`config.mk`:
```
export PLATFORM = sky130hd
export DESIGN_NAME = loop_cfg_regs
export DESIGN_NICKNAME = d
export VERILOG_FILES = /design/src/rtl/loop_cfg_pkg.sv /design/src/rtl/loop_cfg_regs.sv
export SDC_FILE = /design/constraint.sdc
export NUM_CORES = 1
export LEC_CHECK = 0
export BUFFER_PORTS_ARGS = -buffer_cell sky130_fd_sc_hd__buf_2
export CAP_MARGIN = 20
export CORE_ASPECT_RATIO = 0.7
export CORE_MARGIN = 2
export CORE_UTILIZATION = 55
export DETAILED_ROUTE_END_ITERATION = 10
export PLACE_DENSITY = 0.92
export SYNTH_ARGS = -nofsm -noshare
export SYNTH_HDL_FRONTEND = slang
export SYNTH_SLANG_ARGS = --single-unit
```
`constraint.sdc`:
```
create_clock -name sys_clk -period 3.6 [get_ports sys_clk]
set_input_delay 0.72 -clock sys_clk [delete_from_list [all_inputs] [get_ports sys_clk]]
set_output_delay 0.72 -clock sys_clk [all_outputs]
set_load 0.02 [all_outputs]
```
`src/rtl/loop_cfg_pkg.sv`:
```
// Package for the loop path configuration register block.
// Assumes a classic Wishbone slave with 32-bit data and byte addressing.
package loop_cfg_pkg;

  // Register indices as printed; byte address is four times the index
  localparam logic [7:0] IDX_SYNC_EN      = 8'h63;
  localparam logic [7:0] IDX_SEC_FREQ     = 8'h64;
  localparam logic [7:0] IDX_MAIN_FREQ    = 8'h65;
  localparam logic [7:0] IDX_SEC_BW       = 8'h66;
  localparam logic [7:0] IDX_MAIN_LCK_BW  = 8'h67;
  localparam logic [7:0] IDX_MAIN_ACQ_BW  = 8'h69;
  localparam logic [7:0] IDX_SEC_DAMP     = 8'h6A;
  localparam logic [7:0] IDX_MAIN_DAMP    = 8'h6B;
  localparam logic [7:0] IDX_SEC_GAIN     = 8'h6C;
  localparam logic [7:0] IDX_MAIN_GAIN    = 8'h6D;
  localparam logic [7:0] IDX_LOOP_STATE   = 8'h6E;

  // Writable bits per register
  localparam logic [7:0] MSK_SYNC_EN = 8'hC0;
  localparam logic [7:0] MSK_FREQ    = 8'h07;
  localparam logic [7:0] MSK_MAIN_FR = 8'h77;
  localparam logic [7:0] MSK_SEC_BW  = 8'h03;
  localparam logic [7:0] MSK_BW4     = 8'h0F;
  localparam logic [7:0] MSK_DAMP    = 8'h77;
  localparam logic [7:0] MSK_GAIN    = 8'hF7;

  // Values after reset
  localparam logic [7:0] RST_SYNC_EN  = 8'hC0;
  localparam logic [7:0] RST_SEC_FREQ = 8'h05;
  localparam logic [7:0] RST_MAIN_FR  = 8'h01;
  localparam logic [7:0] RST_SEC_BW   = 8'h00;
  localparam logic [7:0] RST_LCK_BW   = 8'h0B;
  localparam logic [7:0] RST_ACQ_BW   = 8'h0F;
  localparam logic [7:0] RST_DAMP     = 8'h13;
  localparam logic [7:0] RST_GAIN     = 8'hC2;

  // Field positions
  localparam int POS_MFR_EN  = 7;
  localparam int POS_FR_EN   = 6;
  localparam int POS_SRC_SEL = 6;
  localparam int POS_GAIN_EN = 7;

  localparam logic [1:0] SEC_BW_BAD = 2'h3;

  typedef enum logic [1:0] {
    LOCK_DIGITAL   = 2'b00,
    LOCK_ANALOG    = 2'b01,
    LOCK_ANALOG_8K = 2'b10
  } lock_mode_t;

  // Settings handed to the loop datapath
  typedef struct packed {
    logic [2:0] main_freq;
    logic [2:0] sec_freq;
    logic [1:0] main_to_sec_freq;
    logic       sec_apll_from_main;
    logic [1:0] sec_bw;
    logic [3:0] main_bw;
    logic       main_bw_valid;
    logic [2:0] main_damping;
    logic [2:0] sec_damping;
    logic       main_pd2_on;
    logic [2:0] main_pd2_gain;
    logic       sec_pd2_on;
    logic [2:0] sec_pd2_gain;
  } loop_cfg_t;

endpackage

```
`src/rtl/loop_cfg_regs.sv`:
```
// Loop path configuration registers and the settings they steer.
// Assumes a classic Wishbone master; loop state inputs arrive from
// datapath logic on sys_clk, sync pulses likewise.
// How it works
// - Sync outputs driven only when enable set
// - Main frequency field sets main loop rate
// - Source bit picks secondary APLL feed
// - Secondary bandwidth 18/35/70 Hz, 11 invalid
// - Acquisition bandwidth used while acquiring
// - Locked bandwidth used while phase locked
// - Secondary detector-2 gain auto or unused
// - Main detector-2 gain auto or unused
// - Low-rate analog gain only at 8k auto
//
// Added by the designer: the Wishbone interface to the registers.
`timescale 1ns/1ps
module loop_cfg_regs
  import loop_cfg_pkg::*;
(
  // Clock and reset
  input  wire logic        sys_clk,
  input  wire logic        rstn,
  // Wishbone slave
  input  wire logic        wb_cyc_i,
  input  wire logic        wb_stb_i,
  input  wire logic        wb_we_i,
  input  wire logic [9:0]  wb_adr_i,
  input  wire logic [3:0]  wb_sel_i,
  input  wire logic [31:0] wb_dat_i,
  output logic      [31:0] wb_dat_o,
  output logic             wb_ack_o,
  output logic             wb_err_o,
  // Loop status from datapath
  input  wire logic        main_locked,
  input  wire lock_mode_t  main_lock_mode,
  input  wire lock_mode_t  sec_lock_mode,
  // Raw sync pulses from dividers
  input  wire logic        frame_sync_raw,
  input  wire logic        multiframe_sync_raw,
  // Gated sync outputs with enables
  output logic             frame_sync_output,
  output logic             frame_sync_output_oe,
  output logic             multiframe_sync_output,
  output logic             multiframe_sync_output_oe,
  // Settings to the loops
  output loop_cfg_t        cfg
);

  logic [7:0] sync_en_r, sync_en_nxt;
  logic [7:0] sec_freq_r, sec_freq_nxt;
  logic [7:0] main_freq_r, main_freq_nxt;
  logic [7:0] sec_bw_r, sec_bw_nxt;
  logic [7:0] lck_bw_r, lck_bw_nxt;
  logic [7:0] acq_bw_r, acq_bw_nxt;
  logic [7:0] sec_damp_r, sec_damp_nxt;
  logic [7:0] main_damp_r, main_damp_nxt;
  logic [7:0] sec_gain_r, sec_gain_nxt;
  logic [7:0] main_gain_r, main_gain_nxt;
  logic       ack_r, ack_nxt;
  logic       err_r, err_nxt;
  logic [31:0] rdat_r, rdat_nxt;
  logic       fr_r, fr_nxt;
  logic       mfr_r, mfr_nxt;
  loop_cfg_t  cfg_r, cfg_nxt;

  // Merge a write under mask; masked-off bits stay zero
  function automatic logic [7:0] wmerge(input logic [7:0] old, input logic [7:0] wd,
                                        input logic [7:0] msk);
    wmerge = wd & msk;
  endfunction

  // Valid 4-bit bandwidth codes run 1000..1111, 0000, 0001
  function automatic logic bw_code_ok(input logic [3:0] code);
    bw_code_ok = code[3] | (code[3:1] == 3'h0);
  endfunction

  // Detector-2 gain by locking mode; zero width gain means unused
  function automatic logic [2:0] pd2_gain(input logic [7:0] gain_reg,
                                          input logic [7:0] damp_reg,
                                          input lock_mode_t mode);
    case (mode)
      LOCK_ANALOG:    pd2_gain = gain_reg[6:4];
      LOCK_ANALOG_8K: pd2_gain = damp_reg[6:4];
      default:        pd2_gain = gain_reg[2:0];
    endcase
  endfunction

  logic       req;
  logic       hit;
  logic [7:0] idx;
  logic [7:0] rbyte;
  logic       wr;

  assign req = wb_cyc_i & wb_stb_i & ~ack_r & ~err_r;
  assign idx = wb_adr_i[9:2];
  // Write lands on the ack edge, where the master samples the answer
  assign wr  = wb_cyc_i & wb_stb_i & wb_we_i & wb_sel_i[0] & ack_r;

  always_comb begin
    hit   = 1'b1;
    rbyte = 8'h00;
    case (idx)
      IDX_SYNC_EN:     rbyte = sync_en_r;
      IDX_SEC_FREQ:    rbyte = sec_freq_r;
      IDX_MAIN_FREQ:   rbyte = main_freq_r;
      IDX_SEC_BW:      rbyte = sec_bw_r;
      IDX_MAIN_LCK_BW: rbyte = lck_bw_r;
      IDX_MAIN_ACQ_BW: rbyte = acq_bw_r;
      IDX_SEC_DAMP:    rbyte = sec_damp_r;
      IDX_MAIN_DAMP:   rbyte = main_damp_r;
      IDX_SEC_GAIN:    rbyte = sec_gain_r;
      IDX_MAIN_GAIN:   rbyte = main_gain_r;
      IDX_LOOP_STATE:  rbyte = {3'h0, bw_code_ok(cfg_r.main_bw), sec_lock_mode,
                                main_lock_mode[0], main_locked};
      default:         hit   = 1'b0;
    endcase
  end

  // Per-register write strobes; one decode shared by all groups
  logic we_sync_en, we_sec_freq, we_main_freq, we_sec_bw, we_lck_bw;
  logic we_acq_bw, we_sec_damp, we_main_damp, we_sec_gain, we_main_gain;

  always_comb begin
    we_sync_en   = 1'b0;
    we_sec_freq  = 1'b0;
    we_main_freq = 1'b0;
    we_sec_bw    = 1'b0;
    we_lck_bw    = 1'b0;
    we_acq_bw    = 1'b0;
    we_sec_damp  = 1'b0;
    we_main_damp = 1'b0;
    we_sec_gain  = 1'b0;
    we_main_gain = 1'b0;
    if (wr) begin
      case (idx)
        IDX_SYNC_EN:     we_sync_en   = 1'b1;
        IDX_SEC_FREQ:    we_sec_freq  = 1'b1;
        IDX_MAIN_FREQ:   we_main_freq = 1'b1;
        IDX_SEC_BW:      we_sec_bw    = 1'b1;
        IDX_MAIN_LCK_BW: we_lck_bw    = 1'b1;
        IDX_MAIN_ACQ_BW: we_acq_bw    = 1'b1;
        IDX_SEC_DAMP:    we_sec_damp  = 1'b1;
        IDX_MAIN_DAMP:   we_main_damp = 1'b1;
        IDX_SEC_GAIN:    we_sec_gain  = 1'b1;
        IDX_MAIN_GAIN:   we_main_gain = 1'b1;
        default:         we_sync_en   = 1'b0;
      endcase
    end
  end

  // Output enables and loop frequencies
  always_comb begin
    sync_en_nxt   = sync_en_r;
    sec_freq_nxt  = sec_freq_r;
    main_freq_nxt = main_freq_r;
    if (we_sync_en) begin
      sync_en_nxt = wmerge(sync_en_r, wb_dat_i[7:0], MSK_SYNC_EN);
    end
    if (we_sec_freq) begin
      sec_freq_nxt = wmerge(sec_freq_r, wb_dat_i[7:0], MSK_FREQ);
    end
    if (we_main_freq) begin
      main_freq_nxt = wmerge(main_freq_r, wb_dat_i[7:0], MSK_MAIN_FR);
    end
  end

  always_ff @(posedge sys_clk or negedge rstn) begin
    if (!rstn) begin
      sync_en_r   <= RST_SYNC_EN;
      sec_freq_r  <= RST_SEC_FREQ;
      main_freq_r <= RST_MAIN_FR;
    end else begin
      sync_en_r   <= sync_en_nxt;
      sec_freq_r  <= sec_freq_nxt;
      main_freq_r <= main_freq_nxt;
    end
  end

  // Loop bandwidths
  always_comb begin
    sec_bw_nxt = sec_bw_r;
    lck_bw_nxt = lck_bw_r;
    acq_bw_nxt = acq_bw_r;
    if (we_sec_bw) begin
      sec_bw_nxt = wmerge(sec_bw_r, wb_dat_i[7:0], MSK_SEC_BW);
    end
    if (we_lck_bw) begin
      lck_bw_nxt = wmerge(lck_bw_r, wb_dat_i[7:0], MSK_BW4);
    end
    if (we_acq_bw) begin
      acq_bw_nxt = wmerge(acq_bw_r, wb_dat_i[7:0], MSK_BW4);
    end
  end

  always_ff @(posedge sys_clk or negedge rstn) begin
    if (!rstn) begin
      sec_bw_r <= RST_SEC_BW;
      lck_bw_r <= RST_LCK_BW;
      acq_bw_r <= RST_ACQ_BW;
    end else begin
      sec_bw_r <= sec_bw_nxt;
      lck_bw_r <= lck_bw_nxt;
      acq_bw_r <= acq_bw_nxt;
    end
  end

  // Damping and detector-2 gains
  always_comb begin
    sec_damp_nxt  = sec_damp_r;
    main_damp_nxt = main_damp_r;
    sec_gain_nxt  = sec_gain_r;
    main_gain_nxt = main_gain_r;
    if (we_sec_damp) begin
      sec_damp_nxt = wmerge(sec_damp_r, wb_dat_i[7:0], MSK_DAMP);
    end
    if (we_main_damp) begin
      main_damp_nxt = wmerge(main_damp_r, wb_dat_i[7:0], MSK_DAMP);
    end
    if (we_sec_gain) begin
      sec_gain_nxt = wmerge(sec_gain_r, wb_dat_i[7:0], MSK_GAIN);
    end
    if (we_main_gain) begin
      main_gain_nxt = wmerge(main_gain_r, wb_dat_i[7:0], MSK_GAIN);
    end
  end

  always_ff @(posedge sys_clk or negedge rstn) begin
    if (!rstn) begin
      sec_damp_r  <= RST_DAMP;
      main_damp_r <= RST_DAMP;
      sec_gain_r  <= RST_GAIN;
      main_gain_r <= RST_GAIN;
    end else begin
      sec_damp_r  <= sec_damp_nxt;
      main_damp_r <= main_damp_nxt;
      sec_gain_r  <= sec_gain_nxt;
      main_gain_r <= main_gain_nxt;
    end
  end

  // Bus answer: one cycle after the request, unmapped gets err
  always_comb begin
    ack_nxt  = req & hit;
    err_nxt  = req & ~hit;
    rdat_nxt = rdat_r;
    if (req) begin
      rdat_nxt = {24'h000000, rbyte};
    end
  end

  always_ff @(posedge sys_clk or negedge rstn) begin
    if (!rstn) begin
      ack_r  <= 1'b0;
      err_r  <= 1'b0;
      rdat_r <= 32'h00000000;
    end else begin
      ack_r  <= ack_nxt;
      err_r  <= err_nxt;
      rdat_r <= rdat_nxt;
    end
  end

  assign wb_ack_o = ack_r;
  assign wb_err_o = err_r;
  assign wb_dat_o = rdat_r;

  // Settings computed from registers and loop state
  always_comb begin
    cfg_nxt           = cfg_r;
    cfg_nxt.main_freq = main_freq_r[2:0];
    cfg_nxt.sec_freq  = sec_freq_r[2:0];
    cfg_nxt.main_to_sec_freq   = main_freq_r[5:4];
    cfg_nxt.sec_apll_from_main = main_freq_r[POS_SRC_SEL];
    // Invalid code keeps the last good bandwidth rather than guessing
    if (sec_bw_r[1:0] != SEC_BW_BAD) begin
      cfg_nxt.sec_bw = sec_bw_r[1:0];
    end
    if (main_locked) begin
      cfg_nxt.main_bw = lck_bw_r[3:0];
    end else begin
      cfg_nxt.main_bw = acq_bw_r[3:0];
    end
    cfg_nxt.main_bw_valid = bw_code_ok(cfg_nxt.main_bw);
    cfg_nxt.main_damping  = main_damp_r[2:0];
    cfg_nxt.sec_damping   = sec_damp_r[2:0];
    cfg_nxt.sec_pd2_on    = sec_gain_r[POS_GAIN_EN];
    cfg_nxt.sec_pd2_gain  = sec_gain_r[POS_GAIN_EN]
                          ? pd2_gain(sec_gain_r, sec_damp_r, sec_lock_mode) : 3'h0;
    cfg_nxt.main_pd2_on   = main_gain_r[POS_GAIN_EN];
    cfg_nxt.main_pd2_gain = main_gain_r[POS_GAIN_EN]
                          ? pd2_gain(main_gain_r, main_damp_r, main_lock_mode) : 3'h0;
  end

  always_ff @(posedge sys_clk or negedge rstn) begin
    if (!rstn) begin
      cfg_r <= '0;
    end else begin
      cfg_r <= cfg_nxt;
    end
  end

  assign cfg = cfg_r;

  // Sync outputs undriven while disabled, and held low from the cycle after the enable clears
  always_comb begin
    fr_nxt  = frame_sync_raw & sync_en_r[POS_FR_EN];
    mfr_nxt = multiframe_sync_raw & sync_en_r[POS_MFR_EN];
  end

  always_ff @(posedge sys_clk or negedge rstn) begin
    if (!rstn) begin
      fr_r  <= 1'b0;
      mfr_r <= 1'b0;
    end else begin
      fr_r  <= fr_nxt;
      mfr_r <= mfr_nxt;
    end
  end

  assign frame_sync_output         = fr_r;
  assign multiframe_sync_output    = mfr_r;
  assign frame_sync_output_oe      = sync_en_r[POS_FR_EN];
  assign multiframe_sync_output_oe = sync_en_r[POS_MFR_EN];

endmodule

```
==> flow_summary.json <==
{
  "largest_family_of_logic_cells_by_synthesized_area": "multiplexers",
  "wirelength_um": 9790,
  "post_synth_inst_count": 340,
  "crit_type": "in -> reg",
  "cts_inserted_buffers": 9,
  "critPathMaxFanout": 35,
  "critical-path-slowest-cell": "nor4_1",
  "route.vias.total": 2972,
  "antenna_left": 0,
  "yosys.area_share.simple": 0.154,
  "r2r_path_start": "wb_ack_o",
  "max_clock_freq_mhz": 406,
  "min_path_type": "in -> async",
  "setup_violations": 0,
  "synthMostInstantiatedCell": "dfrtp_1",
  "hpwlAfterDp_um": 6900,
  "numPortBuffers": 72,
  "fraction_of_final_layout_cells_with_drive_strength_greater_than_1": 0.441,
  "n_antenna_cell": 0,
  "timing.critical_path.to_type": "register",
  "clk_pin_slew_ps": 90,
  "rows": 26,
  "postSynthRegisterBits": 89,
  "run_status": "finished, final reports clean",
  "final.setup_skew_ps": 4.64,
  "mux_share_of_post_synthesis_cell_area": 0.155,
  "synth_xor_area_frac": 0,
  "critPathMaxStageDelay_ps": 620,
  "grt_setup_unrepaired": "false",
  "global_route.overflow_total": 0,
  "crit_family": "simple AND/OR/NAND/NOR gates",
  "dominantRegCellSynth": "dfrtp_1",
  "crit_path_start_kind": "input port",
  "synth_compound_gate_area_share": 0.0824,
  "cts_setup_buffers": 0,
  "static_leak_nw": 2.34,
  "cp_cell_sequence": "buf_2 -> nand2_1 -> nor4_1 -> nand2b_1 -> mux2_2",
  "holdBufCountCts": 0,
  "drt_first_pass_iters": 6,
  "floorplan.die.width_um": 110,
  "area_growth_syn_to_layout_pct": 12.8,
  "core_area_um2": 7450,
  "post-synth-top-area-fraction": 0.378,
  "clk-insertion-delay-late_ps": 360,
  "grt_pass1_vias": 2934,
  "synth_area_per_cell_um2": 12.6,
  "clock_sink_count": 89,
  "regToRegSetupSlack_ps": 1420,
  "grt_pass1_wl_um": 15600,
  "synthArstFlopShare": 1.00,
  "timing.hold.ws_ps": 191,
  "die_area_um2": 8550,
  "max_cap_viol_count": 0,
  "initial_core_util": 0.577,
  "critical_path_required_ps": 3890,
  "setup_total_negative_slack_ps": 0,
  "post-route-period-util": 0.685,
  "pin_count_of_the_biggest_net_entering_global_routing": 90,
  "tritoncts": "built",
  "synth.yosys.seq_area_share": 0.525,
  "post_synth_fa_ha_maj_area_fraction": 0.0116,
  "final-hold-violation-count": 0,
  "maxSlewViolCount": 0,
  "critical_path.n_buffers_inverters": 1,
  "via_per_inst": 5.79,
  "synth_common_cells": "dfrtp_1, mux2_2, buf_4",
  "final_nets": 472,
  "htreeDepth": 3,
  "worstMarginPinSlew_ps": 853,
  "vdd.ir_drop.worst_uv": 280,
  "timing.final.crit_period_ps": 2470,
  "globalRouteTotalUtil": 0.246,
  "synth.area.top_cells": "dfrtp_1, dfstp_2, mux2_2",
  "wire_per_inst_um": 19.1,
  "die-height_um": 78.0,
  "cts_resized": 0,
  "gp_congestion": 0.883,
  "ff2ff_path_depth": 5,
  "post_synth_instance_area_um2": 4300,
  "yosysWarningCount": 0,
  "cts_root_buf": "clkbuf_8",
  "yosys.area.top_type": "dfrtp_1",
  "io_pins": 126,
  "worst_slew_margin_rel": 0.431,
  "post_route_drc": 0,
  "grt_antenna_before_repair": 0,
  "cp.arrival_ps": 2760,
  "worstReg2RegEnd": "sec_damp_r[5]",
  "powerDensity_nw_per_um2": 379,
  "detail_route.iter0.violations": 236,
  "cts_buffer_depth": 2,
  "number_of_enable_flip_flop_cells_after_synthesis": 0,
  "yosysUniqueCellTypes": 59
}
## sequential cells by signal (all words and copies together) (netlist names), 3 cells and up
signal,count
cfg,30
wb_dat_o,8
main_gain_r,7
sec_gain_r,7
main_damp_r,6
main_freq_r,6
sec_damp_r,6
acq_bw_r,4
lck_bw_r,4
sec_freq_r,3
## per-layer routing
| layer | vias to the layer above | share of wire | track usage | routed length [µm] |
|---|---|---|---|---|
| li1 | 1348 | - | - | - |
| met1 | 1440 | 0.44 | 0.359 | 4260 |
| met2 | 165 | 0.44 | 0.348 | 4320 |
| met3 | 19 | 0.11 | 0.0849 | 1050 |
| met4 | 0 | 0.016 | 0.0696 | 159 |
| met5 | - | 0 | 0 | 0 |
## cell families after synthesis
| kind of cell | Yosys count |
|---|---|
| other cells | 1 |
| buf+inv | 49 |
| fa+ha+maj | 4 |
| mux | 59 |
| compound gates | 47 |
| flops | 89 |
| simple gates | 91 |
## area by class of cell
cell class,instances,area [µm²]
well taps,98,123
clock inverters,6,66.3
fillers,585,2600
repair buffers,75,405
multi-input cells,225,1820
flip-flops and latches,89,2260
inverters,10,37.5
clock buffers,10,138
## cell usage in the layout (no fill, tap or decap), types with 4 or more instances in the layout
master	synthesis	routed
mux2_2	52	52
clkbuf_8	0	10
conb_1	1	24
o21ai_0	10	10
nand2_1	23	23
a22oi_1	8	8
nand3_1	6	6
dfrtp_1	65	65
nand4_1	5	5
nand4bb_1	4	4
and2_1	8	8
nor3_4	5	5
ha_1	4	4
inv_1	10	10
nor3_1	5	5
dfstp_2	24	24
a211oi_1	5	5
nand2b_1	4	4
nand3b_1	5	5
buf_2	3	71
mux2i_1	6	6
nor4_1	4	4
## worst max path at each step
stage	start	endpoint	slack (ps)	cells past startpoint
after floorplan	wb_adr_i[9]	main_damp_r[2]	1520	5
after global placement	wb_adr_i[3]	sync_en_r[6]	920	5
after detailed placement	wb_adr_i[5]	main_damp_r[2]	880	5
after CTS	wb_adr_i[3]	sync_en_r[7]	1250	5
after global routing	wb_adr_i[3]	sync_en_r[7]	1080	5
final	wb_adr_i[3]	sync_en_r[7]	1130	5
## metrics by stage
| stage | total power, W | cells | utilization | setup slack (ps) | area, µm² |
|---|---|---|---|---|---|
| 6_report | 0.00184 | 513 | 0.651 | 1130 | 4850 |
| 5_1_grt | 0.00190 | 513 | 0.651 | 1080 | 4850 |
| 4_1_cts | 0.00184 | 512 | 0.647 | 1250 | 4820 |
| 3_5_place_dp | 0.00115 | 496 | 0.620 | 876 | 4620 |
| 3_3_place_gp | 0.00115 | 496 | 0.620 | 916 | 4620 |
| 2_1_floorplan | 0.00112 | 363 | - | 1520 | 4390 |
## where the power goes
group | switching [W] | internal (W) | leakage, nW
Sequential | 0.000000794 | 0.00100 | 1.15
Combinational | 0.000104 | 0.0000330 | 1.08
Clock | 0.000355 | 0.000342 | 0.107
Power figures use the tool's default switching activity.
